$ cat config.mk
export PLATFORM = sky130hd
export DESIGN_NAME = ienc_front
export DESIGN_NICKNAME = d
export VERILOG_FILES = /design/src/design/ienc_pkg.sv /design/src/design/ienc_det_if.sv /design/src/design/ienc_detector.sv /design/src/design/ienc_front.sv
export SDC_FILE = /design/constraint.sdc
export NUM_CORES = 1
export LEC_CHECK = 0
export BUFFER_PORTS_ARGS = -buffer_cell sky130_fd_sc_hd__clkbuf_2
export CAP_MARGIN = 20
export CORE_ASPECT_RATIO = 0.7
export CORE_MARGIN = 4
export CORE_UTILIZATION = 25
export CTS_CLUSTER_DIAMETER = 80
export DETAILED_ROUTE_END_ITERATION = 6
export PLACE_DENSITY = 0.44
export SLEW_MARGIN = 20
export SYNTH_ARGS = -nofsm -noshare
export SYNTH_HDL_FRONTEND = slang
export SYNTH_SLANG_ARGS = --single-unit
$ cat constraint.sdc
create_clock -name clock -period 4.3 [get_ports clock]
set_input_delay 0.215 -clock clock [delete_from_list [all_inputs] [get_ports clock]]
set_output_delay 0.215 -clock clock [all_outputs]
set_load 0.01 [all_outputs]
$ cat src/design/ienc_pkg.sv
// Package: register map, reset values and field layout of the encoder counter front end
package ienc_pkg;

	// ****************************************************************
	// Register byte offsets
	// ****************************************************************
	localparam logic [7:0] IENC_OFF_CTRL   = 8'h00;
	localparam logic [7:0] IENC_OFF_THRESH = 8'h04;
	localparam logic [7:0] IENC_OFF_HYST   = 8'h08;
	localparam logic [7:0] IENC_OFF_STATUS = 8'h0c;
	localparam logic [7:0] IENC_OFF_COUNT  = 8'h10;  // Four words, one per channel
	localparam logic [7:0] IENC_OFF_PERIOD = 8'h20;  // Four words, one per channel

	// ****************************************************************
	// Control register fields
	// ****************************************************************
	localparam int IENC_CTRL_START    = 0;  // Write 1: begin a measurement
	localparam int IENC_CTRL_STOP     = 1;  // Write 1: end the measurement
	localparam int IENC_CTRL_NO_INDEX = 2;  // Run without waiting for the index
	localparam int IENC_CTRL_DUAL_A   = 3;  // Channels 1/2 form one dual-track channel
	localparam int IENC_CTRL_DUAL_B   = 4;  // Channels 3/4 form one dual-track channel
	localparam int IENC_CTRL_STYPE    = 5;  // Bits 8:5, channel uses a single-track type

	// ****************************************************************
	// Detector defaults in millivolts
	// ****************************************************************
	localparam logic [15:0] IENC_THRESH_RST_MV = 16'h05dc;  // 1500 mV
	localparam logic [15:0] IENC_HYST_RST_MV   = 16'h01f4;  // 500 mV

	// Index pin idles high when open
	localparam logic IENC_INDEX_IDLE = 1'b1;

	// AHB transfer and response codes
	localparam logic [1:0] IENC_HTRANS_NONSEQ = 2'h2;
	localparam logic       IENC_HRESP_OKAY    = 1'b0;

endpackage : ienc_pkg

$ cat src/design/ienc_det_if.sv
// Interface: threshold settings and sampled levels to the track detectors, states back
`timescale 1ns/1ps
interface ienc_det_if #(
	parameter int N = 4,
	parameter int W = 16
);
	logic [W-1:0]        thresh;
	logic [W-1:0]        hyst;
	logic [N-1:0][W-1:0] level;
	logic [N-1:0]        state;

	modport ctrl (output thresh, output hyst, output level, input state);
	modport det  (input thresh, input hyst, input level, output state);
endinterface : ienc_det_if

$ cat src/design/ienc_detector.sv
// Hysteresis detectors that turn sampled track levels into clean track bits
`timescale 1ns/1ps
module ienc_detector
	import ienc_pkg::*;
#(
	parameter int N = 4,
	parameter int W = 16
) (
	// Clock and reset
	input wire logic clock,
	input wire logic rst_n,
	// Settings and levels in, states out
	ienc_det_if.det  dif
);

	// ****************************************************************
	// Switching points
	// ****************************************************************
	logic signed [W:0] hi_lvl;
	logic signed [W:0] lo_lvl;

	// One extra bit so threshold plus half hysteresis cannot wrap
	always_comb begin
		hi_lvl = (W+1)'($signed(dif.thresh)) + (W+1)'($signed(dif.hyst) >>> 1);
		lo_lvl = (W+1)'($signed(dif.thresh)) - (W+1)'($signed(dif.hyst) >>> 1);
	end

	// ****************************************************************
	// Detector state
	// ****************************************************************
	logic [N-1:0] state_q;

	// Rise above the upper point, fall below the lower point, else hold
	always_ff @(posedge clock) begin
		if (!rst_n) begin
			state_q <= '0;
		end else begin
			for (int i = 0; i < N; i++) begin
				if ((W+1)'($signed(dif.level[i])) > hi_lvl) begin
					state_q[i] <= 1'b1;
				end else if ((W+1)'($signed(dif.level[i])) < lo_lvl) begin
					state_q[i] <= 1'b0;
				end
			end
		end
	end

	assign dif.state = state_q;
endmodule : ienc_detector

$ cat src/design/ienc_front.sv
// Top: encoder counter front end with AHB-Lite registers, index gating and track decode
//
// Behaviour
// - counters idle until first index rise
// - start trigger state never gates the index
// - index gate rearmed at each measurement start
// - no index: hold reset; index-less: run
// - one index releases all channels together
// - open index idles high, no event
// - dual-track direction from quadrature phase
// - time and frequency from first track only
// - event/frequency/time types force single-track; only the type bits of channels 1 and 3 do so
// - detector switches at threshold plus/minus half hysteresis
// - default threshold 1.5 V, hysteresis 0.5 V
// - four single, two dual, or mixed
// - paired channel of dual shows zero
//
// The AHB-Lite register port and the register addresses were left to the implementer.
`timescale 1ns/1ps
module ienc_front
	import ienc_pkg::*;
#(
	parameter int CW = 32,  // Counter and period width
	parameter int LW = 16   // Sampled level width, millivolts
) (
	// Clock and reset
	input wire logic                 clock,
	input wire logic                 rst_n,
	// AHB-Lite slave
	input wire logic                 hsel,
	input wire logic [31:0]          haddr,
	input wire logic [1:0]           htrans,
	input wire logic                 hwrite,
	input wire logic [2:0]           hsize,
	input wire logic [31:0]          hwdata,
	input wire logic                 hready,
	output logic                     hreadyout,
	output logic                     hresp,
	output logic [31:0]              hrdata,
	// Conditioned track levels from the converter, same clock
	input wire logic [3:0][LW-1:0]   track_mv,
	// Shared index pin, asynchronous
	input wire logic                 index_pin,
	// Channel results
	output logic [3:0][CW-1:0]       count,
	output logic                     counting
);

	// ****************************************************************
	// Quadrature step: +1, -1 or 0 for one sample pair, {b,a} order
	// ****************************************************************
	function automatic logic [CW-1:0] quad_delta(input logic [1:0] p, input logic [1:0] c);
		logic [1:0] chg;
		chg = p ^ c;
		if (chg == 2'h1 || chg == 2'h2) begin
			quad_delta = (p[1] ^ c[0]) ? CW'(1) : '1;
		end else begin
			quad_delta = '0;
		end
	endfunction : quad_delta

	// ****************************************************************
	// Bus slave
	// ****************************************************************
	logic        wr_pend_q;
	logic [7:0]  waddr_q;
	logic [31:0] hrdata_q;
	logic [31:0] rd_word;
	logic        bus_take;

	assign bus_take  = hready && hsel && htrans == IENC_HTRANS_NONSEQ;
	assign hreadyout = 1'b1;             // Zero wait states
	assign hresp     = IENC_HRESP_OKAY;  // Unmapped reads give zero, writes are dropped
	assign hrdata    = hrdata_q;

	// Capture address phase; read data is registered for the data phase
	always_ff @(posedge clock) begin
		if (!rst_n) begin
			wr_pend_q <= 1'b0;
			waddr_q   <= '0;
			hrdata_q  <= '0;
		end else begin
			wr_pend_q <= bus_take && hwrite;
			if (bus_take) begin
				waddr_q <= haddr[7:0];
				if (!hwrite) begin
					hrdata_q <= rd_word;
				end
			end
		end
	end

	// ****************************************************************
	// Control and settings
	// ****************************************************************
	logic        no_index_q;
	logic        dual_a_q;
	logic        dual_b_q;
	logic [3:0]  stype_q;
	logic [15:0] thresh_q;
	logic [15:0] hyst_q;
	logic        ctrl_wr;
	logic        start_p;
	logic        stop_p;

	assign ctrl_wr = wr_pend_q && waddr_q == IENC_OFF_CTRL;
	assign start_p = ctrl_wr && hwdata[IENC_CTRL_START];
	assign stop_p  = ctrl_wr && hwdata[IENC_CTRL_STOP];

	// Configuration writes; defaults give the documented switching points
	always_ff @(posedge clock) begin
		if (!rst_n) begin
			no_index_q <= 1'b0;
			dual_a_q   <= 1'b0;
			dual_b_q   <= 1'b0;
			stype_q    <= '0;
			thresh_q   <= IENC_THRESH_RST_MV;
			hyst_q     <= IENC_HYST_RST_MV;
		end else if (wr_pend_q) begin
			if (waddr_q == IENC_OFF_CTRL) begin
				no_index_q <= hwdata[IENC_CTRL_NO_INDEX];
				dual_a_q   <= hwdata[IENC_CTRL_DUAL_A];
				dual_b_q   <= hwdata[IENC_CTRL_DUAL_B];
				stype_q    <= hwdata[IENC_CTRL_STYPE +: 4];
			end
			if (waddr_q == IENC_OFF_THRESH) begin
				thresh_q <= hwdata[15:0];
			end
			if (waddr_q == IENC_OFF_HYST) begin
				hyst_q <= hwdata[15:0];
			end
		end
	end

	// A single-track measurement type on the first track of a pair forbids dual use
	logic dual_a_eff;
	logic dual_b_eff;
	assign dual_a_eff = dual_a_q && !stype_q[0];
	assign dual_b_eff = dual_b_q && !stype_q[2];

	// ****************************************************************
	// Track detectors
	// ****************************************************************
	ienc_det_if #(.N(4), .W(LW)) dif ();
	assign dif.thresh = LW'(thresh_q);
	assign dif.hyst   = LW'(hyst_q);
	assign dif.level  = track_mv;

	ienc_detector #(.N(4), .W(LW)) u_det (
		.clock (clock),
		.rst_n (rst_n),
		.dif   (dif.det)
	);

	logic [3:0] trk;
	logic [3:0] trk_prev_q;
	logic [3:0] trk_rise;
	assign trk      = dif.state;
	assign trk_rise = trk & ~trk_prev_q;

	// Previous detector states for edges and quadrature steps
	always_ff @(posedge clock) begin
		if (!rst_n) begin
			trk_prev_q <= '0;
		end else begin
			trk_prev_q <= trk;
		end
	end

	// ****************************************************************
	// Index synchroniser and edge
	// ****************************************************************
	logic idx_s1_q;
	logic idx_s2_q;
	logic idx_prev_q;
	logic idx_rise;

	// Reset to the idle level so a floating pin yields no edge at start-up
	always_ff @(posedge clock) begin
		if (!rst_n) begin
			idx_s1_q   <= IENC_INDEX_IDLE;
			idx_s2_q   <= IENC_INDEX_IDLE;
			idx_prev_q <= IENC_INDEX_IDLE;
		end else begin
			idx_s1_q   <= index_pin;
			idx_s2_q   <= idx_s1_q;
			idx_prev_q <= idx_s2_q;
		end
	end
	assign idx_rise = idx_s2_q && !idx_prev_q;

	// ****************************************************************
	// Measurement run and index gate
	// ****************************************************************
	logic running_q;
	logic gate_q;
	logic cnt_en;

	// Run flag follows start and stop writes
	always_ff @(posedge clock) begin
		if (!rst_n) begin
			running_q <= 1'b0;
		end else if (start_p) begin
			running_q <= 1'b1;
		end else if (stop_p) begin
			running_q <= 1'b0;
		end
	end

	// Gate is rearmed at every start; only the index edge or an index-less start opens it, no trigger term
	// The mode bit comes in the same word as START, so it is taken from the bus, not the stale flop
	always_ff @(posedge clock) begin
		if (!rst_n) begin
			gate_q <= 1'b0;
		end else if (start_p) begin
			gate_q <= hwdata[IENC_CTRL_NO_INDEX];
		end else if (running_q && idx_rise) begin
			gate_q <= 1'b1;
		end
	end

	assign cnt_en   = running_q && gate_q;
	assign counting = cnt_en;

	// ****************************************************************
	// Channel counters
	// ****************************************************************
	logic [3:0][CW-1:0] cnt_q;
	logic [1:0]         dir_q;

	// Counters held at zero while gated; pairs decode quadrature when dual
	always_ff @(posedge clock) begin
		if (!rst_n) begin
			cnt_q <= '0;
			dir_q <= '0;
		end else if (!cnt_en || start_p) begin
			cnt_q <= '0;
		end else begin
			if (dual_a_eff) begin
				cnt_q[0] <= cnt_q[0] + quad_delta(trk_prev_q[1:0], trk[1:0]);
				cnt_q[1] <= '0;
				if (quad_delta(trk_prev_q[1:0], trk[1:0]) != '0) begin
					dir_q[0] <= (trk_prev_q[1] ^ trk[0]);
				end
			end else begin
				cnt_q[0] <= cnt_q[0] + CW'(trk_rise[0]);
				cnt_q[1] <= cnt_q[1] + CW'(trk_rise[1]);
			end
			if (dual_b_eff) begin
				cnt_q[2] <= cnt_q[2] + quad_delta(trk_prev_q[3:2], trk[3:2]);
				cnt_q[3] <= '0;
				if (quad_delta(trk_prev_q[3:2], trk[3:2]) != '0) begin
					dir_q[1] <= (trk_prev_q[3] ^ trk[2]);
				end
			end else begin
				cnt_q[2] <= cnt_q[2] + CW'(trk_rise[2]);
				cnt_q[3] <= cnt_q[3] + CW'(trk_rise[3]);
			end
		end
	end
	assign count = cnt_q;

	// ****************************************************************
	// Period between rising edges, first track of each channel
	// ****************************************************************
	logic [3:0][CW-1:0] tmr_q;
	logic [3:0][CW-1:0] per_q;
	logic [3:0]         per_zero;

	// A second track never drives timing; paired slots stay zero
	assign per_zero = {dual_b_eff, 1'b0, dual_a_eff, 1'b0};

	// Timer saturates rather than wrapping into a false short period
	always_ff @(posedge clock) begin
		if (!rst_n) begin
			tmr_q <= '0;
			per_q <= '0;
		end else begin
			for (int i = 0; i < 4; i++) begin
				if (!cnt_en || start_p || per_zero[i]) begin
					tmr_q[i] <= '0;
					per_q[i] <= '0;
				end else if (trk_rise[i]) begin
					per_q[i] <= tmr_q[i];
					tmr_q[i] <= CW'(1);
				end else if (tmr_q[i] != '1) begin
					tmr_q[i] <= tmr_q[i] + CW'(1);
				end
			end
		end
	end

	// ****************************************************************
	// Read mux
	// ****************************************************************
	always_comb begin
		rd_word = '0;
		case (haddr[7:0])
			IENC_OFF_CTRL: begin
				rd_word[IENC_CTRL_NO_INDEX]    = no_index_q;
				rd_word[IENC_CTRL_DUAL_A]      = dual_a_q;
				rd_word[IENC_CTRL_DUAL_B]      = dual_b_q;
				rd_word[IENC_CTRL_STYPE +: 4]  = stype_q;
			end
			IENC_OFF_THRESH: rd_word[15:0] = thresh_q;
			IENC_OFF_HYST:   rd_word[15:0] = hyst_q;
			IENC_OFF_STATUS: rd_word[9:0]  = {dir_q, trk, idx_s2_q, gate_q, cnt_en, running_q};
			default: begin
				if (haddr[7:4] == IENC_OFF_COUNT[7:4] && haddr[1:0] == 2'h0) begin
					rd_word = 32'(cnt_q[haddr[3:2]]);
				end else if (haddr[7:4] == IENC_OFF_PERIOD[7:4] && haddr[1:0] == 2'h0) begin
					rd_word = 32'(per_q[haddr[3:2]]);
				end
			end
		endcase
	end
endmodule : ienc_front

-- Word-level counts from Yosys, hierarchy flattened
Cells that the tools add are included.
Widths: inputs -> output; s select.
- flip-flop bits (word level): 479
- bits of input ports: 139
- output and inout bits: 163
- logic and storage cells: 180
- add/sub/neg operators: 12
- magnitude comparators: 9
- equal/unequal tests: 16
- mux-type cells: 43
- bitwise operators: 9
- reduce and logical (&&, ||, !) cells: 54
- operators by type and width (cell ; number):
    $mux 32 ; 16
    $add 32x1->32 ; 4
    $add 32x1->32 const B ; 4
    $bmux 32 s2 ; 2
    $ne 32x32->1 const B ; 4
    $gt 16x17->1 ; 4
    $lt 16x17->1 ; 4
    $add 32x32->32 ; 2
    $reduce_bool 32->1 ; 2
    $pmux 7 s4 ; 1
    $eq 8x4->1 const B ; 3
    $mux 1 ; 20
    $reduce_bool 2->1 ; 10
    $pmux 6 s3 ; 1
    $reduce_or 3->1 ; 6
    $add 16x15->17 ; 1
    $sub 16x15->17 ; 1
    $eq 8x3->1 const B ; 2
    $logic_not 8->1 ; 2
    $mux 16 ; 1
    $logic_and 1x1->1 ; 13
    $pmux 2 s4 ; 1
    $reduce_and 2->1 ; 4
    $reduce_or 2->1 ; 4
    16 further kinds ; 31

-- Longest topological paths before layout
- word-level depth: 9
- gate-level depth with buffers: 20
- mapped depth without buffers: 20

-- Hierarchy
A second synthesis with hierarchy kept.
- cells, all modules: 3209
- area total of the unflattened synthesis: 28046.9 um^2
- by module, submodules not included (module ; times used ; cells an instance ; area an instance (um^2) ; sequential area each (um^2)):
    ienc_front ; 1 ; 2655 ; 23567.6 ; 9509.1
    ienc_detector ; 1 ; 554 ; 4479.3 ; 80.1

-- Worst setup path after synthesis
Ideal clock, no wire load.
- path type: register to register
- start: register hyst_q[1] (netlist: dif.hyst[1])
- end: register u_det.state_q[3] (netlist: u_det.dif.state[3])
- library setup time: 0.116 ns
- arrival: 3.967 ns
- data required time: 4.184 ns
- setup slack: 0.216 ns
- cell stages (with the launch flop): 19
- buffers on the path: 1
- period minus slack after synthesis: 4.084 ns
- cell sequence: dfxtp_1 > ha_1 > inv_1 > fa_1 > nor2_2 > o311ai_2 > and3_1 > o41a_1 > buf_6 > o21ba_2 > o21bai_1 > a21oi_1 > o21bai_1 > xnor2_1 > ha_1 > and3_1 > a2111oi_0 > o211ai_2 > a41o_1
- word-level cells in the longest chain between the ends: 3
- elaborated cells on any way between the ends: 6
- those cells by class: add/sub (2); order compare (2); mux (1); reduce/logical (1)
- ends and longest elaborated chain (what ; RTL line ; source):
    start, declared ; ienc_front.sv:101 ; logic [15:0] hyst_q;
    start signal, assigned ; ienc_front.sv:130 ; hyst_q <= hwdata[15:0];
    $add 16x15->17 / $sub 16x15->17 (equally long branches) ; ienc_detector.sv:24, ienc_detector.sv:25 ;
    $gt 16x17->1 / $lt 16x17->1 (equally long branches) ; ienc_detector.sv:39, ienc_detector.sv:41 ;
    $mux 1 / $reduce_bool 2->1 (equally long branches) ; -- ;
    end signal, assigned ; ienc_detector.sv:36 ; state_q <= '0;
    end signal, assigned by index ; ienc_detector.sv:40 ; state_q[i] <= 1'b1;
    end signal, assigned by index ; ienc_detector.sv:42 ; state_q[i] <= 1'b0;
    end, declared ; ienc_detector.sv:31 ; logic [N-1:0] state_q;
Parallel ways exist; a longest one is shown, timed or not.
A chain may end at the register's enable or synchronous reset.

-- Worst setup path after layout
- start: register hyst_q[1] (netlist: dif.hyst[1])
- end: register u_det.state_q[0] (netlist: u_det.dif.state[0])
Same word-level chain as after synthesis.

==> results.cfg <==
[outcome]
status = finished clean

[detailed_routing]
drtIter0Drc = 1278
antenna_left = 0
wirelength_um = 94000
via_count = 22765
drc = 0
vias_per_cell = 4.71
wl_per_cell_um = 19.5
first_pass_iters = 5

[pwr]
power.leakage_nw = 12.8
pwr-share-seq = 0.430
p_int_mw = 7.93
p_clk_frac = 0.504
power.density_mw_per_mm2 = 311
ir_drop_v = 0.000302
p_sw_mw = 2.47
combPwrFrac = 0.065
switching_share = 0.237

[synth]
synth_commonest_cells = 479 x dfxtp_1, 462 x nor2_1, 241 x nand2_1, 230 x ha_1, 137 x mux2i_1
syn-cell-area_mm2 = 0.0275
dominantRegCellSynth = dfxtp_1
ys_types = 97
netlist_instances = 3042
async_reset_ff_frac = 0
synth_top_area_frac = 0.349
yosysSeqAreaShare = 0.349
synth.area.top_cells = dfxtp_1 35%, ha_1 10%, nor2_1 6.3%
synth_area_per_cell_um2 = 9.04
synth_edf_count = 0
ys_seq_elements = 479
synth.most_common_cell = dfxtp_1
synth_nets = 3415
ys_warn_count = 0
synth_top_area_cell = dfxtp_1

[placed_design]
dp_hpwl_um = 71800
io_buffers = 256
dp_cells = 4697
gp_congestion = 0.847

[critical_path]
path_cells = buf_4, ha_1, fa_2, nor2b_1, o21ai_1, a21boi_1, o21ai_2, a21oi_2, a21o_1, nand2_1, a211oi_2, xnor2_2, ha_1, o211a_1, o21ai_0, a21oi_1, o311a_1, a211o_1, a31o_2
cp_slowest_cell = fa_2
worstPathArrival_ns = 4.62
crit_fanout = 4
path_delay_family = compound AO/OA/AOI/OAI gates
worstPathRequired_ns = 4.80
worst_path_largest_cell_delay_ns = 0.35
end_kind = register
path_common_cell = ha_1
crit_path_start_kind = register
worstSetupPathType = reg2reg
critPathBufInv = 1
r2r_setup_slack_ns = 0.18

[sta]
fin_skew_ns = 0.0267
slew-limit-headroom = 0.250
slew_violations = 0
hold_viol = 0
fmax_mhz = 242
worst_pin_slew_ns = 1.12
final.min_clock_period_ns = 4.12
post-route-period-util = 0.959
whs_ns = 0.133
finalSetupViolations = 0

[floorplan]
fp.dieArea_mm2 = 0.115
core_mm2 = 0.109
dieWidth_um = 404
die_y_um = 285
rows = 101
start_util = 0.253
num_io_pins = 302

[global_route]
grt_usage = 0.158
gr-total-overflow = 0
antenna_found_initial = 2
grt_pass1_vias = 21411
grt_max_degree = 77
grt_pass1_wl_um = 141000

[clocking]
numCtsBuffers = 56
htree_levels = 2
cts.sinks = 479
clkLatencyLatePin_ns = 0.62
cts-root-buf = clkbuf_16
cts_tree = yes
cts_buffer_depth = 3
clk_pin_slew_ns = 0.06

[min_path]
min_path_type = in2reg

[flow_run]
max_cap_viol_count = 0

[finish]
final_cells = 4830
syn_to_final_growth_pct = 21.3
nFillCells = 11451
final_nets = 3712
drive_gt1_frac = 0.181
==> metrics by stage <==
stage                     TNS [ns]  utilization  cell area (um^2)  worst slack (ns)  power [mW]
after floorplan                  0            -             27500             0.216        4.96
after global placement      -0.521        0.283             30800            -0.203        5.21
after detailed placement    -0.763        0.283             30800            -0.239        5.21
after CTS                        0        0.304             33100          0.000193        10.5
after global routing       -0.0693        0.307             33400           -0.0547        10.8
final                            0        0.307             33400             0.176        10.4
==> final cells by class <==
class | count | area, um^2 | share of cell area
tap | 1442 | 1800 | 0.0541
sequential | 479 | 9590 | 0.288
multi-input combinational | 2332 | 17300 | 0.519
timing repair buffer | 368 | 2240 | 0.0673
antenna | 1 | 2.50 | 0.0000750
clock inverter | 31 | 443 | 0.0133
clock buffer | 75 | 1570 | 0.0472
inverter | 102 | 387 | 0.0116
==> power groups by stage <==
| stage | clock network, mW | registers (mW) | logic (mW) |
|---|---|---|---|
| 2_1_floorplan | 0 | 4.56 | 0.402 |
| 3_3_place_gp | 0 | 4.57 | 0.646 |
| 3_5_place_dp | 0 | 4.57 | 0.642 |
| 4_1_cts | 5.39 | 4.47 | 0.669 |
| 5_1_grt | 5.56 | 4.47 | 0.733 |
| 6_report | 5.24 | 4.47 | 0.681 |
==> sequential cells by signal, indices dropped and copies added (netlist names) <==
| name | count |
|---|---|
| u_det.dif.state | 4 |
| per_q | 128 |
| idx_s1_q | 1 |
| idx_s2_q | 1 |
| gate_q | 1 |
| waddr_q | 8 |
| dir_q | 2 |
| hrdata | 32 |
| no_index_q | 1 |
| dual_b_q | 1 |
| trk_prev_q | 4 |
| count | 128 |
| dif.thresh | 16 |
| idx_prev_q | 1 |
| wr_pend_q | 1 |
| running_q | 1 |
| dual_a_q | 1 |
| stype_q | 4 |
| dif.hyst | 16 |
| tmr_q | 128 |
==> worst reg2reg max path: cells and delay by family, from the launching register on <==
kind	cells	cell delay, ns
buffers and inverters	1	0.14
adders and majority gates	3	0.86
AOI/OAI and AO/OA	12	2.23
xor gates and xnor gates	1	0.21
and+or+nand+nor	2	0.23
DFF	1	0.31
==> final timing paths <==
| path | from | endpoint | cells after the start |
|---|---|---|---|
| worst max-delay path | dif.hyst[1] | u_det.dif.state[0] | 19 |
| worst min-delay path | track_mv[63] | u_det.dif.state[3] | 3 |
| worst max register to register | dif.hyst[1] | u_det.dif.state[0] | 19 |
| worst min register to register | idx_s1_q | idx_s2_q | 1 |
==> repair_timing <==
action | CTS | global route
setup endpoints to repair | 4 | 15
pin swaps | 3 | 23
endpoints found under the hold margin | 47 | 0
hold buffers | 22 | 0
gates resized for setup | 16 | 48
cloned | 0 | 0
setup buffers | 0 | 4
==> logic make-up after synthesis <==
group / share of synthesized area
AO/OA/AOI/OAI: 0.115
buffers and inverters: 0.0332
XOR/XNOR: 0.0833
other: 0.000273
flip-flops: 0.349
adder cells (fa/ha/maj): 0.110
multiplexers: 0.108
AND/OR/NAND/NOR: 0.201
==> cells in the final DEF (no fill, tap or decap), types with 14 or more instances in the layout <==
cell type      Yosys  final
nand3_1          105    105
nand2_1          241    237
xnor2_1          104    101
and4_1            18     18
dlygate4sd3_1      0     22
clkbuf_2           0    253
nand2b_1          28     28
clkinv_2           0     14
a221oi_1          17     17
o22ai_1           16     16
a21boi_0          37     36
nor3b_1           26     20
nor2b_1           52     50
buf_4              5     87
nand4_1           35     35
o21a_1            21     21
o21ai_0           71     67
o211ai_1          15     15
mux2i_1          137    137
nor2_1           462    461
and3_1            56     55
clkbuf_16          0     57
a21oi_1          121    115
or3_1             30     30
nor3_1            48     46
a21o_1            36     36
xor2_1           132    132
and2_1            18     18
a22oi_1           27     26
ha_1             230    224
dfxtp_1          479    476
mux4_2            71     71
inv_1            101    100
==> layer usage <==
layer	up-vias	track usage	share of wire
met3	76	0.0226	0.046
met1	10816	0.254	0.54
met5	-	0	0
met4	0	0.0248	0.012
met2	471	0.222	0.40
li1	11402	-	-
No activity file was read; power rests on OpenSTA's default activity.
